<file path="config.mk">
export PLATFORM = sky130hd
export DESIGN_NAME = serial_lane_align_status
export DESIGN_NICKNAME = d
export VERILOG_FILES = /design/src/rtl/lane_align_pkg.sv /design/src/rtl/checksum_lane_if.sv /design/src/rtl/lane_checksum_unit.sv /design/src/rtl/event_status_unit.sv /design/src/rtl/serial_lane_align_status.sv
export VERILOG_INCLUDE_DIRS = /design/src /design/src/rtl
export SDC_FILE = /design/constraint.sdc
export NUM_CORES = 1
export LEC_CHECK = 0
export ABC_AREA = 1
export BUFFER_PORTS_ARGS = -buffer_cell sky130_fd_sc_hd__buf_2
export CAP_MARGIN = 30
export CORE_MARGIN = 3
export CORE_UTILIZATION = 53
export DETAILED_ROUTE_END_ITERATION = 6
export PLACE_DENSITY = 0.76
export REMOVE_ABC_BUFFERS = 1
export SLEW_MARGIN = 30
export SYNTH_ARGS = -nofsm -noshare
export SYNTH_HDL_FRONTEND = slang
export SYNTH_HIERARCHICAL = 1
export SYNTH_SLANG_ARGS = --single-unit
</file>
<file path="constraint.sdc">
create_clock -name clock_i -period 2.5 [get_ports clock_i]
set_input_delay 0.25 -clock clock_i [delete_from_list [all_inputs] [get_ports clock_i]]
set_output_delay 0.25 -clock clock_i [all_outputs]
set_load 0.01 [all_outputs]
</file>
<file path="src/rtl/lane_align_defs.svh">
// Purpose: Offsets, field positions and reset values of the lane alignment status block
// Assumes: Byte-wide register port, 12-bit register addresses
// Notes: Included by bare name; definitions only
//
// What this block does
// - Lane zero frame alignment shown as read-only bit
// - Eight-bit read-only checksum result, resets to zero
// - Checksum bit one on agreement, zero otherwise
// - Eight-bit read-only initial alignment register, reset zero
`ifndef LANE_ALIGN_DEFS_SVH
`define LANE_ALIGN_DEFS_SVH

// ----------------------------------------------------------------
// Register offsets
// ----------------------------------------------------------------
`define LA_ADDR_W 12
`define LA_OFS_FRAME_ALIGN 12'h471
`define LA_OFS_CHECKSUM 12'h472
`define LA_OFS_INIT_ALIGN 12'h473
`define LA_OFS_CONTROL 12'h474
`define LA_OFS_EVENT_STATUS 12'h478
`define LA_OFS_EVENT_MASK 12'h479

// ----------------------------------------------------------------
// Reset values and fields
// ----------------------------------------------------------------
`define LA_RST_STATUS 8'h00
`define LA_RST_CONTROL 8'h00
`define LA_RST_MASK 4'h0
`define LA_UNMAPPED_DATA 8'h00
`define LA_CTRL_SKIP_BIT 0
`define LA_EVT_FRAME_LOST 0
`define LA_EVT_INIT_LOST 1
`define LA_EVT_CKS_BAD 2
`define LA_EVT_CKS_DONE 3
`define LA_EVT_W 4

`endif

</file>
<file path="src/rtl/lane_align_pkg.sv">
// Purpose: Types shared by the lane alignment status modules
// Assumes: Nothing beyond SystemVerilog packages
// Notes: Used only by scoped reference
`default_nettype none

package lane_align_pkg;

    // Checksum walker states, Gray from IDLE to ACCUM to CHECK; CHECK back to IDLE flips both bits
    typedef enum logic [1:0]
    {
        CKS_IDLE = 2'b00,
        CKS_ACCUM = 2'b01,
        CKS_CHECK = 2'b11
    } cks_state_t;

    typedef logic [7:0] octet_t;

endpackage

`default_nettype wire

</file>
<file path="src/rtl/checksum_lane_if.sv">
// Purpose: Carrier for one lane's alignment configuration octets and checksum result
// Assumes: Single clock shared by both ends
// Notes: Producer is the status block top, consumer is the checksum unit
`default_nettype none

interface checksum_lane_if;
    lane_align_pkg::octet_t octet;
    logic octet_valid;
    logic octet_first;
    logic octet_is_checksum;
    logic result_valid;
    logic result_ok;

    modport source
    (
        output octet, octet_valid, octet_first, octet_is_checksum,
        input result_valid, result_ok
    );
    modport sink
    (
        input octet, octet_valid, octet_first, octet_is_checksum,
        output result_valid, result_ok
    );
endinterface

`default_nettype wire

</file>
<file path="src/rtl/lane_checksum_unit.sv">
// Purpose: Sums one lane's alignment configuration octets and checks the received checksum
// Assumes: Octets arrive first-flagged, checksum octet flagged, on the system clock
// Notes: One result pulse per checksum octet; sum is modulo 256
`include "lane_align_defs.svh"
`default_nettype none

module lane_checksum_unit
(
    input wire logic clock_i, // System clock
    input wire logic reset_n_i, // Asynchronous reset, active low
    checksum_lane_if.sink lane // Octet stream in, result out
);

    lane_align_pkg::cks_state_t state;
    lane_align_pkg::octet_t sum;
    lane_align_pkg::octet_t base;

    // Running sum restarts on the first octet of a configuration
    always_comb
    begin
        base = (lane.octet_first) ? 8'h00 : sum;
    end

    // Walk through a configuration, accumulating until the checksum octet
    always_ff @(posedge clock_i or negedge reset_n_i)
    begin
        if (!reset_n_i)
        begin
            state <= lane_align_pkg::CKS_IDLE;
            sum <= 8'h00;
        end
        else
        begin
            case (state)
                lane_align_pkg::CKS_IDLE,
                lane_align_pkg::CKS_CHECK:
                begin
                    if (lane.octet_valid && lane.octet_first && !lane.octet_is_checksum)
                    begin
                        sum <= lane.octet;
                        state <= lane_align_pkg::CKS_ACCUM;
                    end
                    else
                    begin
                        state <= lane_align_pkg::CKS_IDLE;
                    end
                end
                lane_align_pkg::CKS_ACCUM:
                begin
                    if (lane.octet_valid && lane.octet_is_checksum)
                    begin
                        state <= lane_align_pkg::CKS_CHECK;
                    end
                    else if (lane.octet_valid)
                    begin
                        sum <= base + lane.octet;
                    end
                end
                default:
                begin
                    state <= lane_align_pkg::CKS_IDLE;
                end
            endcase
        end
    end

    // Compare computed sum against received checksum octet
    always_ff @(posedge clock_i or negedge reset_n_i)
    begin
        if (!reset_n_i)
        begin
            lane.result_valid <= 1'b0;
            lane.result_ok <= 1'b0;
        end
        else
        begin
            lane.result_valid <= 1'b0;
            if (state == lane_align_pkg::CKS_ACCUM && lane.octet_valid && lane.octet_is_checksum)
            begin
                lane.result_valid <= 1'b1;
                lane.result_ok <= (sum == lane.octet);
            end
        end
    end

endmodule

`default_nettype wire

</file>
<file path="src/rtl/event_status_unit.sv">
// Purpose: Sticky event bits, mask, and level interrupt
// Assumes: Clear-on-read strobe comes from the register decode
// Notes: A set in the clearing cycle survives the clear
`default_nettype none

module event_status_unit
#(
    parameter int WIDTH = 4
)
(
    input wire logic clock_i, // System clock
    input wire logic reset_n_i, // Asynchronous reset, active low
    input wire logic [WIDTH-1:0] event_i, // One-cycle event pulses
    input wire logic clear_i, // Read of status register
    input wire logic [WIDTH-1:0] mask_i, // Enabled events
    output logic [WIDTH-1:0] status_o, // Sticky event bits
    output logic irq_o // Level interrupt
);

    // Sticky bits: set wins over clear-on-read
    always_ff @(posedge clock_i or negedge reset_n_i)
    begin
        if (!reset_n_i)
        begin
            status_o <= '0;
        end
        else
        begin
            status_o <= (clear_i ? '0 : status_o) | event_i;
        end
    end

    // Interrupt follows unmasked sticky bits, registered
    always_ff @(posedge clock_i or negedge reset_n_i)
    begin
        if (!reset_n_i)
        begin
            irq_o <= 1'b0;
        end
        else
        begin
            irq_o <= |(((clear_i ? '0 : status_o) | event_i) & mask_i);
        end
    end

endmodule

`default_nettype wire

</file>
<file path="src/rtl/serial_lane_align_status.sv">
// Purpose: Per-lane frame, initial alignment and checksum status for a multi-lane deframer
// Assumes: Lane status and octet strobes come from deframer logic on clock_i
// Notes: Registers are read-only except control and event mask
//
// Local design decision: the strobed register port.
`include "lane_align_defs.svh"
`default_nettype none

module serial_lane_align_status
#(
    parameter int LANES = 8
)
(
    input wire logic clock_i, // System clock, 100 MHz
    input wire logic reset_n_i, // Asynchronous reset, active low
    input wire logic [`LA_ADDR_W-1:0] addr_i, // Register address
    input wire logic [7:0] wdata_i, // Write data
    input wire logic wr_i, // Write strobe
    input wire logic rd_i, // Read strobe
    output logic [7:0] rdata_o, // Read data, cycle after strobe
    input wire logic [LANES-1:0] frame_aligned_i, // Deframer frame alignment per lane
    input wire logic [LANES-1:0] initial_aligned_i, // Deframer initial alignment per lane
    input wire logic [LANES-1:0] cfg_valid_i, // Alignment config octet strobe per lane
    input wire logic [LANES-1:0] cfg_first_i, // First config octet per lane
    input wire logic [LANES-1:0] cfg_is_checksum_i, // Checksum octet per lane
    input wire logic [LANES*8-1:0] cfg_octet_i, // Config octets, lane n at [8n+7:8n]
    output logic skip_alignment_sequence_o, // Alignment sequence disabled
    output logic irq_o // Interrupt, high while unmasked event set
);

    // ----------------------------------------------------------------
    // Status storage
    // ----------------------------------------------------------------
    logic [LANES-1:0] lane_frame_align_state;
    logic [LANES-1:0] lane_checksum_result;
    logic [LANES-1:0] lane_initial_align_state;
    logic [LANES-1:0] cks_done;
    logic [LANES-1:0] cks_ok;
    logic [7:0] control;
    logic [`LA_EVT_W-1:0] event_mask;
    logic [`LA_EVT_W-1:0] event_status;
    logic [`LA_EVT_W-1:0] events;
    logic status_read;
    logic irq;
    logic [7:0] next_rdata;
    logic [7:0] frame_view;
    logic [7:0] checksum_view;
    logic [7:0] initial_view;
    logic hit_frame;
    logic hit_checksum;
    logic hit_initial;
    logic hit_control;
    logic hit_status;
    logic hit_mask;
    logic frame_lost;
    logic initial_lost;
    logic check_failed;
    logic check_finished;

    // ----------------------------------------------------------------
    // Checksum units, one per lane
    // ----------------------------------------------------------------
    genvar g;
    generate
        for (g = 0; g < LANES; g++)
        begin : gen_lane
            checksum_lane_if cks ();

            assign cks.octet = cfg_octet_i[g*8 +: 8];
            assign cks.octet_valid = cfg_valid_i[g];
            assign cks.octet_first = cfg_first_i[g];
            assign cks.octet_is_checksum = cfg_is_checksum_i[g];
            assign cks_done[g] = cks.result_valid;
            assign cks_ok[g] = cks.result_ok;

            lane_checksum_unit u_cks
            (
                .clock_i(clock_i),
                .reset_n_i(reset_n_i),
                .lane(cks.sink)
            );
        end
    endgenerate

    // ----------------------------------------------------------------
    // Lane status
    // ----------------------------------------------------------------
    // Track frame alignment per lane; bit zero is lane zero
    always_ff @(posedge clock_i or negedge reset_n_i)
    begin
        if (!reset_n_i)
        begin
            lane_frame_align_state <= '0;
        end
        else
        begin
            lane_frame_align_state <= frame_aligned_i;
        end
    end

    // Latch checksum verdict per lane when its check finishes
    always_ff @(posedge clock_i or negedge reset_n_i)
    begin
        if (!reset_n_i)
        begin
            lane_checksum_result <= '0;
        end
        else
        begin
            for (int i = 0; i < LANES; i++)
            begin
                if (cks_done[i])
                begin
                    lane_checksum_result[i] <= cks_ok[i];
                end
            end
        end
    end

    // Track initial lane alignment per lane
    always_ff @(posedge clock_i or negedge reset_n_i)
    begin
        if (!reset_n_i)
        begin
            lane_initial_align_state <= '0;
        end
        else
        begin
            lane_initial_align_state <= initial_aligned_i;
        end
    end

    // ----------------------------------------------------------------
    // Register views
    // ----------------------------------------------------------------
    // Eight-bit views of the lane bits; bits above LANES read zero
    generate
        for (g = 0; g < 8; g++)
        begin : gen_view
            if (g < LANES)
            begin : gen_used
                assign frame_view[g] = lane_frame_align_state[g];
                assign checksum_view[g] = lane_checksum_result[g];
                assign initial_view[g] = lane_initial_align_state[g];
            end
            else
            begin : gen_unused
                assign frame_view[g] = 1'b0;
                assign checksum_view[g] = 1'b0;
                assign initial_view[g] = 1'b0;
            end
        end
    endgenerate

    // ----------------------------------------------------------------
    // Events and interrupt
    // ----------------------------------------------------------------
    // One flag per kind of event, from level drops and check results
    always_comb
    begin
        frame_lost = |(lane_frame_align_state & ~frame_aligned_i);
        initial_lost = |(lane_initial_align_state & ~initial_aligned_i);
        check_failed = |(cks_done & ~cks_ok);
        check_finished = |cks_done;
    end

    // Flags placed at their event status bits
    always_comb
    begin
        events = '0;
        events[`LA_EVT_FRAME_LOST] = frame_lost;
        events[`LA_EVT_INIT_LOST] = initial_lost;
        events[`LA_EVT_CKS_BAD] = check_failed;
        events[`LA_EVT_CKS_DONE] = check_finished;
    end

    // ----------------------------------------------------------------
    // Sticky status and interrupt
    // ----------------------------------------------------------------
    // Reading the status register clears its sticky bits
    assign status_read = rd_i && hit_status;

    event_status_unit #(.WIDTH(`LA_EVT_W)) u_evt
    (
        .clock_i(clock_i),
        .reset_n_i(reset_n_i),
        .event_i(events),
        .clear_i(status_read),
        .mask_i(event_mask),
        .status_o(event_status),
        .irq_o(irq)
    );

    assign irq_o = irq;

    // ----------------------------------------------------------------
    // Address decode
    // ----------------------------------------------------------------
    // Exact match only; any other offset is unmapped
    always_comb
    begin
        hit_frame = (addr_i == `LA_OFS_FRAME_ALIGN);
        hit_checksum = (addr_i == `LA_OFS_CHECKSUM);
        hit_initial = (addr_i == `LA_OFS_INIT_ALIGN);
        hit_control = (addr_i == `LA_OFS_CONTROL);
        hit_status = (addr_i == `LA_OFS_EVENT_STATUS);
        hit_mask = (addr_i == `LA_OFS_EVENT_MASK);
    end

    // ----------------------------------------------------------------
    // Register writes
    // ----------------------------------------------------------------
    // Control holds only the skip flag; other bits read zero
    always_ff @(posedge clock_i or negedge reset_n_i)
    begin
        if (!reset_n_i)
        begin
            control <= `LA_RST_CONTROL;
        end
        else if (wr_i && hit_control)
        begin
            control <= {7'h00, wdata_i[`LA_CTRL_SKIP_BIT]};
        end
    end

    // Mask selects which sticky events raise the interrupt
    always_ff @(posedge clock_i or negedge reset_n_i)
    begin
        if (!reset_n_i)
        begin
            event_mask <= `LA_RST_MASK;
        end
        else if (wr_i && hit_mask)
        begin
            event_mask <= wdata_i[`LA_EVT_W-1:0];
        end
    end

    // ----------------------------------------------------------------
    // Deframer control
    // ----------------------------------------------------------------
    // Skip flag drives the deframer; status bits then are advisory only
    always_ff @(posedge clock_i or negedge reset_n_i)
    begin
        if (!reset_n_i)
        begin
            skip_alignment_sequence_o <= 1'b0;
        end
        else
        begin
            skip_alignment_sequence_o <= control[`LA_CTRL_SKIP_BIT];
        end
    end

    // ----------------------------------------------------------------
    // Register reads
    // ----------------------------------------------------------------
    // Read mux; unmapped addresses read zero
    always_comb
    begin
        next_rdata = `LA_UNMAPPED_DATA;
        if (hit_frame)
        begin
            next_rdata = frame_view;
        end
        else if (hit_checksum)
        begin
            next_rdata = checksum_view;
        end
        else if (hit_initial)
        begin
            next_rdata = initial_view;
        end
        else if (hit_control)
        begin
            next_rdata = control;
        end
        else if (hit_status)
        begin
            next_rdata = {4'h0, event_status};
        end
        else if (hit_mask)
        begin
            next_rdata = {4'h0, event_mask};
        end
        else
        begin
            next_rdata = `LA_UNMAPPED_DATA;
        end
    end

    // Read data stands only in the cycle after the strobe
    always_ff @(posedge clock_i or negedge reset_n_i)
    begin
        if (!reset_n_i)
        begin
            rdata_o <= 8'h00;
        end
        else
        begin
            rdata_o <= rd_i ? next_rdata : 8'h00;
        end
    end

endmodule

`default_nettype wire

</file>
Word level (Yosys, flattened, before mapping)
Cells that the tools add are included.
- input port bits: 128
- flip-flop bits (word level): 139
- output and inout port bits: 10
- eq/ne operators: 62
- reduce and logical (&&, ||, !) cells: 88
- muxes and demuxes: 80
- bitwise gates (word level): 8
- add/sub/neg operators: 8
- operators by type and width (kind ; number):
    8-bit 2-to-1 mux ; 36
    8-bit case mux with 2 select lines ; 8
    12-bit by 11-bit equality test with 1-bit output, second input constant ; 6
    8-bit adder ; 8
    8-bit equality test ; 8
    1-bit logical AND ; 43
    2-bit by 1-bit != test with 1-bit output, second input constant ; 16
    2-bit != test, second input constant ; 16
    2-bit case mux with 2 select lines ; 8
    4-bit AND reduction ; 8
    8-bit OR reduction ; 4
    8-bit AND ; 3
    8-bit inverter ; 3
    2-bit by 1-bit equality test with 1-bit output, second input constant ; 8
    2-bit equality test, second input constant ; 8
    2-bit zero test ; 8
    1-bit 2-to-1 mux ; 16
    2-bit 2-to-1 mux ; 8
    4-bit 2-to-1 mux ; 4
    2-bit nonzero test ; 8
    2-bit OR reduction ; 8
    1-bit zero test ; 8
    4-bit AND ; 1
    4-bit bitwise OR ; 1
    4-bit OR reduction ; 1

Longest topological paths before layout
- word-level depth: 8
- mapped depth: 14

Cells and area by module
The synthesis kept the hierarchy.
- modules (own cells, without submodules) (module ; cells each ; times used ; area each (µm²)):
    lane_checksum_unit at gen_lane[1].u_cks ... ; 171 ; 4 ; 1156.1
    lane_checksum_unit at gen_lane[5].u_cks ... ; 174 ; 2 ; 1133.6
    serial_lane_align_status ; 217 ; 1 ; 1767.9
    lane_checksum_unit at gen_lane[0].u_cks ; 172 ; 1 ; 1134.8
    lane_checksum_unit at gen_lane[7].u_cks ; 166 ; 1 ; 1094.8
    event_status_unit ; 27 ; 1 ; 215.2

Worst setup path after synthesis
No wires, ideal clock.
- kind: input-to-reg
- start: input cfg_first_i[5]
- end: register gen_lane[5].u_cks.sum[4]
- buffers on the path: 1
- slack: 0.682 ns
- data arrival time: 1.753 ns
- setup time: 0.065 ns
- stages on the path: 13
- data required time: 2.435 ns
- cell sequence: buf_2 -> nor2_1 -> ha_1 -> inv_1 -> fa_1 -> inv_1 -> nand2_1 -> nand2_1 -> nand2_1 -> or2_2 -> nand3_1 -> nand3_1 -> nand2_1
- longest elaborated chain between the ends: 5
- elaborated cells between the ends (all ways): 9
- classes of those cells: add/sub: 1; eq/ne: 1; mux: 4; reduce/logical: 3
- ends and longest elaborated chain (item ; RTL line ; source):
    from (decl) ; serial_lane_align_status.sv:24 ; input wire logic [LANES-1:0] cfg_first_i,
    8-bit 2-to-1 mux ; lane_checksum_unit.sv:21 ; base = (lane.octet_first) ? 8'h00 : sum;
    8-bit adder ; lane_checksum_unit.sv:56 ; sum <= base + lane.octet;
    8-bit 2-to-1 mux ; lane_checksum_unit.sv:54 ; else if (lane.octet_valid)
    8-bit 2-to-1 mux ; lane_checksum_unit.sv:50 ; if (lane.octet_valid && lane.octet_is_checksum)
    8-bit case mux with 2 select lines ; lane_checksum_unit.sv:34 ; case (state)
    to (signal assigned) ; lane_checksum_unit.sv:40 ; sum <= lane.octet;
    to (signal assigned) ; lane_checksum_unit.sv:56 ;
    to (decl) ; lane_checksum_unit.sv:15 ; lane_align_pkg::octet_t sum;
Parallel ways exist; a longest one is shown, timed or not. The select of a mux whose other input is x is not followed.
A chain may end at the register's enable or synchronous reset.

Worst setup path in the final report
- start: register gen_lane[5].u_cks.sum[0]
- end: register gen_lane[5].u_cks.sum[4]
- longest elaborated chain between the ends: 5
- ends and longest elaborated chain (item ; RTL line):
    8-bit 2-to-1 mux ; lane_checksum_unit.sv:21
    8-bit adder ; lane_checksum_unit.sv:56
    8-bit 2-to-1 mux ; lane_checksum_unit.sv:54
    8-bit 2-to-1 mux ; lane_checksum_unit.sv:50
    8-bit case mux with 2 select lines ; lane_checksum_unit.sv:34
No other way between the ends. The select of a mux whose other input is x is not followed.

==> impl_metrics.yaml <==
outcome:
  status: "completed"
yosys:
  synth_warnings: 6
  synth_edf_count: 0
  syn-cell-area_um2: 11100
  syn_avg_cell_area_um2: 6.88
  synth_ff_type: "dfrtp_1"
  yosysSeqAreaShare: 0.313
  yosysTopAreaCellShare: 0.313
  postSynth.asyncResetShare: 1.00
  syn_inst: 1614
  synthTopCellsByArea: "dfrtp_1 31%, nand2_1 15%, inv_1 9.0%, ha_1 8.9%, nor2_1 7.1%"
  synth_cell_type_count: 37
  post-synth-top-area-cell: "dfrtp_1"
  ys_ff_latch: 139
detailed_routing:
  first_pass_iters: 5
  num_vias: 10200
  wl_mm: 25.1
  wl_per_cell_um: 12.2
  drtIter0Drc: 414
  drc: 0
  postRouteAntennaNets: 0
  viasPerCell: 4.94
setup_path:
  end_kind: "flop"
  crit_arrival_ns: 2.31
  required_ns: 2.85
  path_class: "reg2reg"
  start_kind: "flop"
  worstPathMaxFanout: 2
clocking:
  numCtsBuffers: 17
  cts.htree.levels: 4
  cts_num_sinks: 139
  post_cts_resized: 0
  clock_path_buffers: 2
  path_clk_slew_ns: 0.06
  clk_latency_ns: 0.42
  cts_tree: "yes"
  cts_root_buffer: "clkbuf_16"
sta:
  rsz0062_at_grt: "false"
  tightest_slew_ns: 0.570
  fin_crit_sh: 0.783
  hold_viol: 0
  tns_ns: 0
  fmax_ghz: 0.511
  clock_skew_ns: 0.0124
  slew_viol_final: 0
  final.min_clock_period_ns: 1.96
  finalSetupViolCount: 0
  relSlewSlack: 0.620
grt:
  antenna_found_initial: 1
  grt.total_usage: 0.225
  grt_pass1_vias: 9404
  grt_max_degree: 53
  grt-ovfl-total: 0
  grt_pass1_wl_mm: 42.1
die:
  core_area_um2: 20400
  start_util: 0.544
  die_w_um: 151
  num_rows: 52
  die_h_um: 151
  dieArea_um2: 22700
  io_pins: 138
cells_and_area:
  nets: 1991
  synthToLayoutAreaGrowth_pct: 15.6
  final_cell_area_um2: 12800
  fin_cells: 2060
  nFillCells: 1848
  fin_util: 0.628
  drive_gt1_frac: 0.153
place:
  dp_cells: 2010
  port_buffers: 133
  place_area_um2: 12100
  hpwl_mm: 19.6
  place_congestion: 0.883
job:
  maxCapViolCount: 0
power:
  p_leak_nw: 7.22
  cellPowerDensity_nw_per_um2: 978
  peakVddDrop_v: 0.000555
  power.total_mw: 12.6
min_path:
  hold_class: "in2reg"
[flip-flops by register name, summed over array words and instances (netlist names)]
name / count
gen_lane.u_cks/state: 16
gen_lane.u_cks/sum: 64
u_evt/status_o: 4
rdata_o: 8
control: 1
initial_view: 8
checksum_view: 8
event_mask: 4
frame_view: 8
gen_lane.u_cks/lane.result_ok: 8
skip_alignment_sequence_o: 1
u_evt/irq_o: 1
gen_lane.u_cks/lane.result_valid: 8
[routing by layer]
metal	wire length, um	part of all wire	vias up	global-route usage
met4	387	0.015	0	0.0612
li1	-	-	5354	-
met5	0	0	-	0
met3	1040	0.042	26	0.0400
met2	11900	0.47	188	0.380
met1	11700	0.47	4601	0.299
[cell families (layout without fill, tap and decap cells)]
logic type	Yosys count	in the layout	share of synthesized area
fa+ha+maj	87	87	0.103
compound gates	158	158	0.0895
flops	139	139	0.313
other cells	0	1	0
buf+inv	303	478	0.108
simple gates	876	876	0.345
xor+xnor	51	51	0.0402
[per-stage QoR]
stage | hold WS [ns] | worst slack, ns
CTS | 0.0776 | 0.536
detailed placement | 0.247 | 0.498
global route | 0.0872 | 0.366
global placement | 0.244 | 0.535
floorplan | -0.0456 | 0.709
finish | 0.0946 | 0.543
[repair_timing]
item                                   CTS  global route
setup buffers                            0             0
hold buffers                            17             0
endpoints found under the hold margin   66             0
[worst max-delay path, cell delays in order, from the launching register on]
cell	delay (ns)
dfrtp_1	0.37
inv_1	0.06
nor2_1	0.09
ha_1	0.18
inv_1	0.06
fa_1	0.43
inv_1	0.07
nand2_1	0.04
nand2_1	0.08
nand2_1	0.07
or2_2	0.27
nand3_1	0.07
nand3_1	0.06
nand2_1	0.06
[cells in the mapped netlist, drive strengths merged, types with 9 or more instances]
cell type / count
nor3: 22
nand4: 9
o21ai: 88
inv: 279
o22ai: 10
or2: 28
ha: 79
a21oi: 52
dfrtp: 139
nand3b: 31
buf: 16
xor2: 51
nand3: 98
nand2: 462
nor2: 222
[power by group]
part / leakage [nW] / switching, mW / internal, mW
Sequential: 1.74 / 0.497 / 3.03
Combinational: 5.21 / 4.19 / 2.50
Clock: 0.265 / 0.923 / 1.42
[area by class of cell]
class	count	area [um2]	share of cell area
antenna	1	2.50	0.000195
clock buffer	25	475	0.0370
multi-input combinational	1172	6420	0.500
sequential	139	3480	0.271
timing repair buffer	159	935	0.0728
tap	270	338	0.0263
inverter	287	1120	0.0872
clock inverter	7	66.3	0.00517
[cells in the final DEF, fill, tap and decap left out, types with 8 or more instances in the layout]
cell type,instances
a21oi_1,45
buf_2,132
clkbuf_16,17
clkinv_4,9
dfrtp_1,139
dlygate4sd3_1,17
fa_1,8
ha_1,79
inv_1,266
inv_2,12
nand2_1,440
nand2_2,14
nand2_4,8
nand3_1,97
nand3b_1,31
nand4_1,9
nor2_1,211
nor2_2,9
nor3_1,18
o21ai_0,39
o21ai_1,21
o21ai_2,28
o22ai_1,10
or2_1,17
or2_2,11
xor2_1,51
[worst paths after layout]
kind,depth (start not counted),slack (ns),startpoint,to
setup / recovery,13,0.54,gen_lane[5].u_cks/sum[0]$_DFFE_PN0P_,gen_lane[5].u_cks/sum[4]$_DFFE_PN0P_
hold / removal,3,0.09,wdata_i[1],event_mask[1]$_DFFE_PN0P_
setup reg to reg,13,0.54,gen_lane[5].u_cks/sum[0]$_DFFE_PN0P_,gen_lane[5].u_cks/sum[4]$_DFFE_PN0P_
hold reg to reg,0,0.40,control[0]$_DFFE_PN0P_,skip_alignment_sequence_o$_DFF_PN0_
max in group asynchronous,3,1.48,reset_n_i,gen_lane[2].u_cks/lane.result_valid$_DFF_PN0_
min in group asynchronous,2,0.36,reset_n_i,gen_lane[7].u_cks/sum[7]$_DFFE_PN0P_
Note: power is estimated with default switching activity, not from simulation.
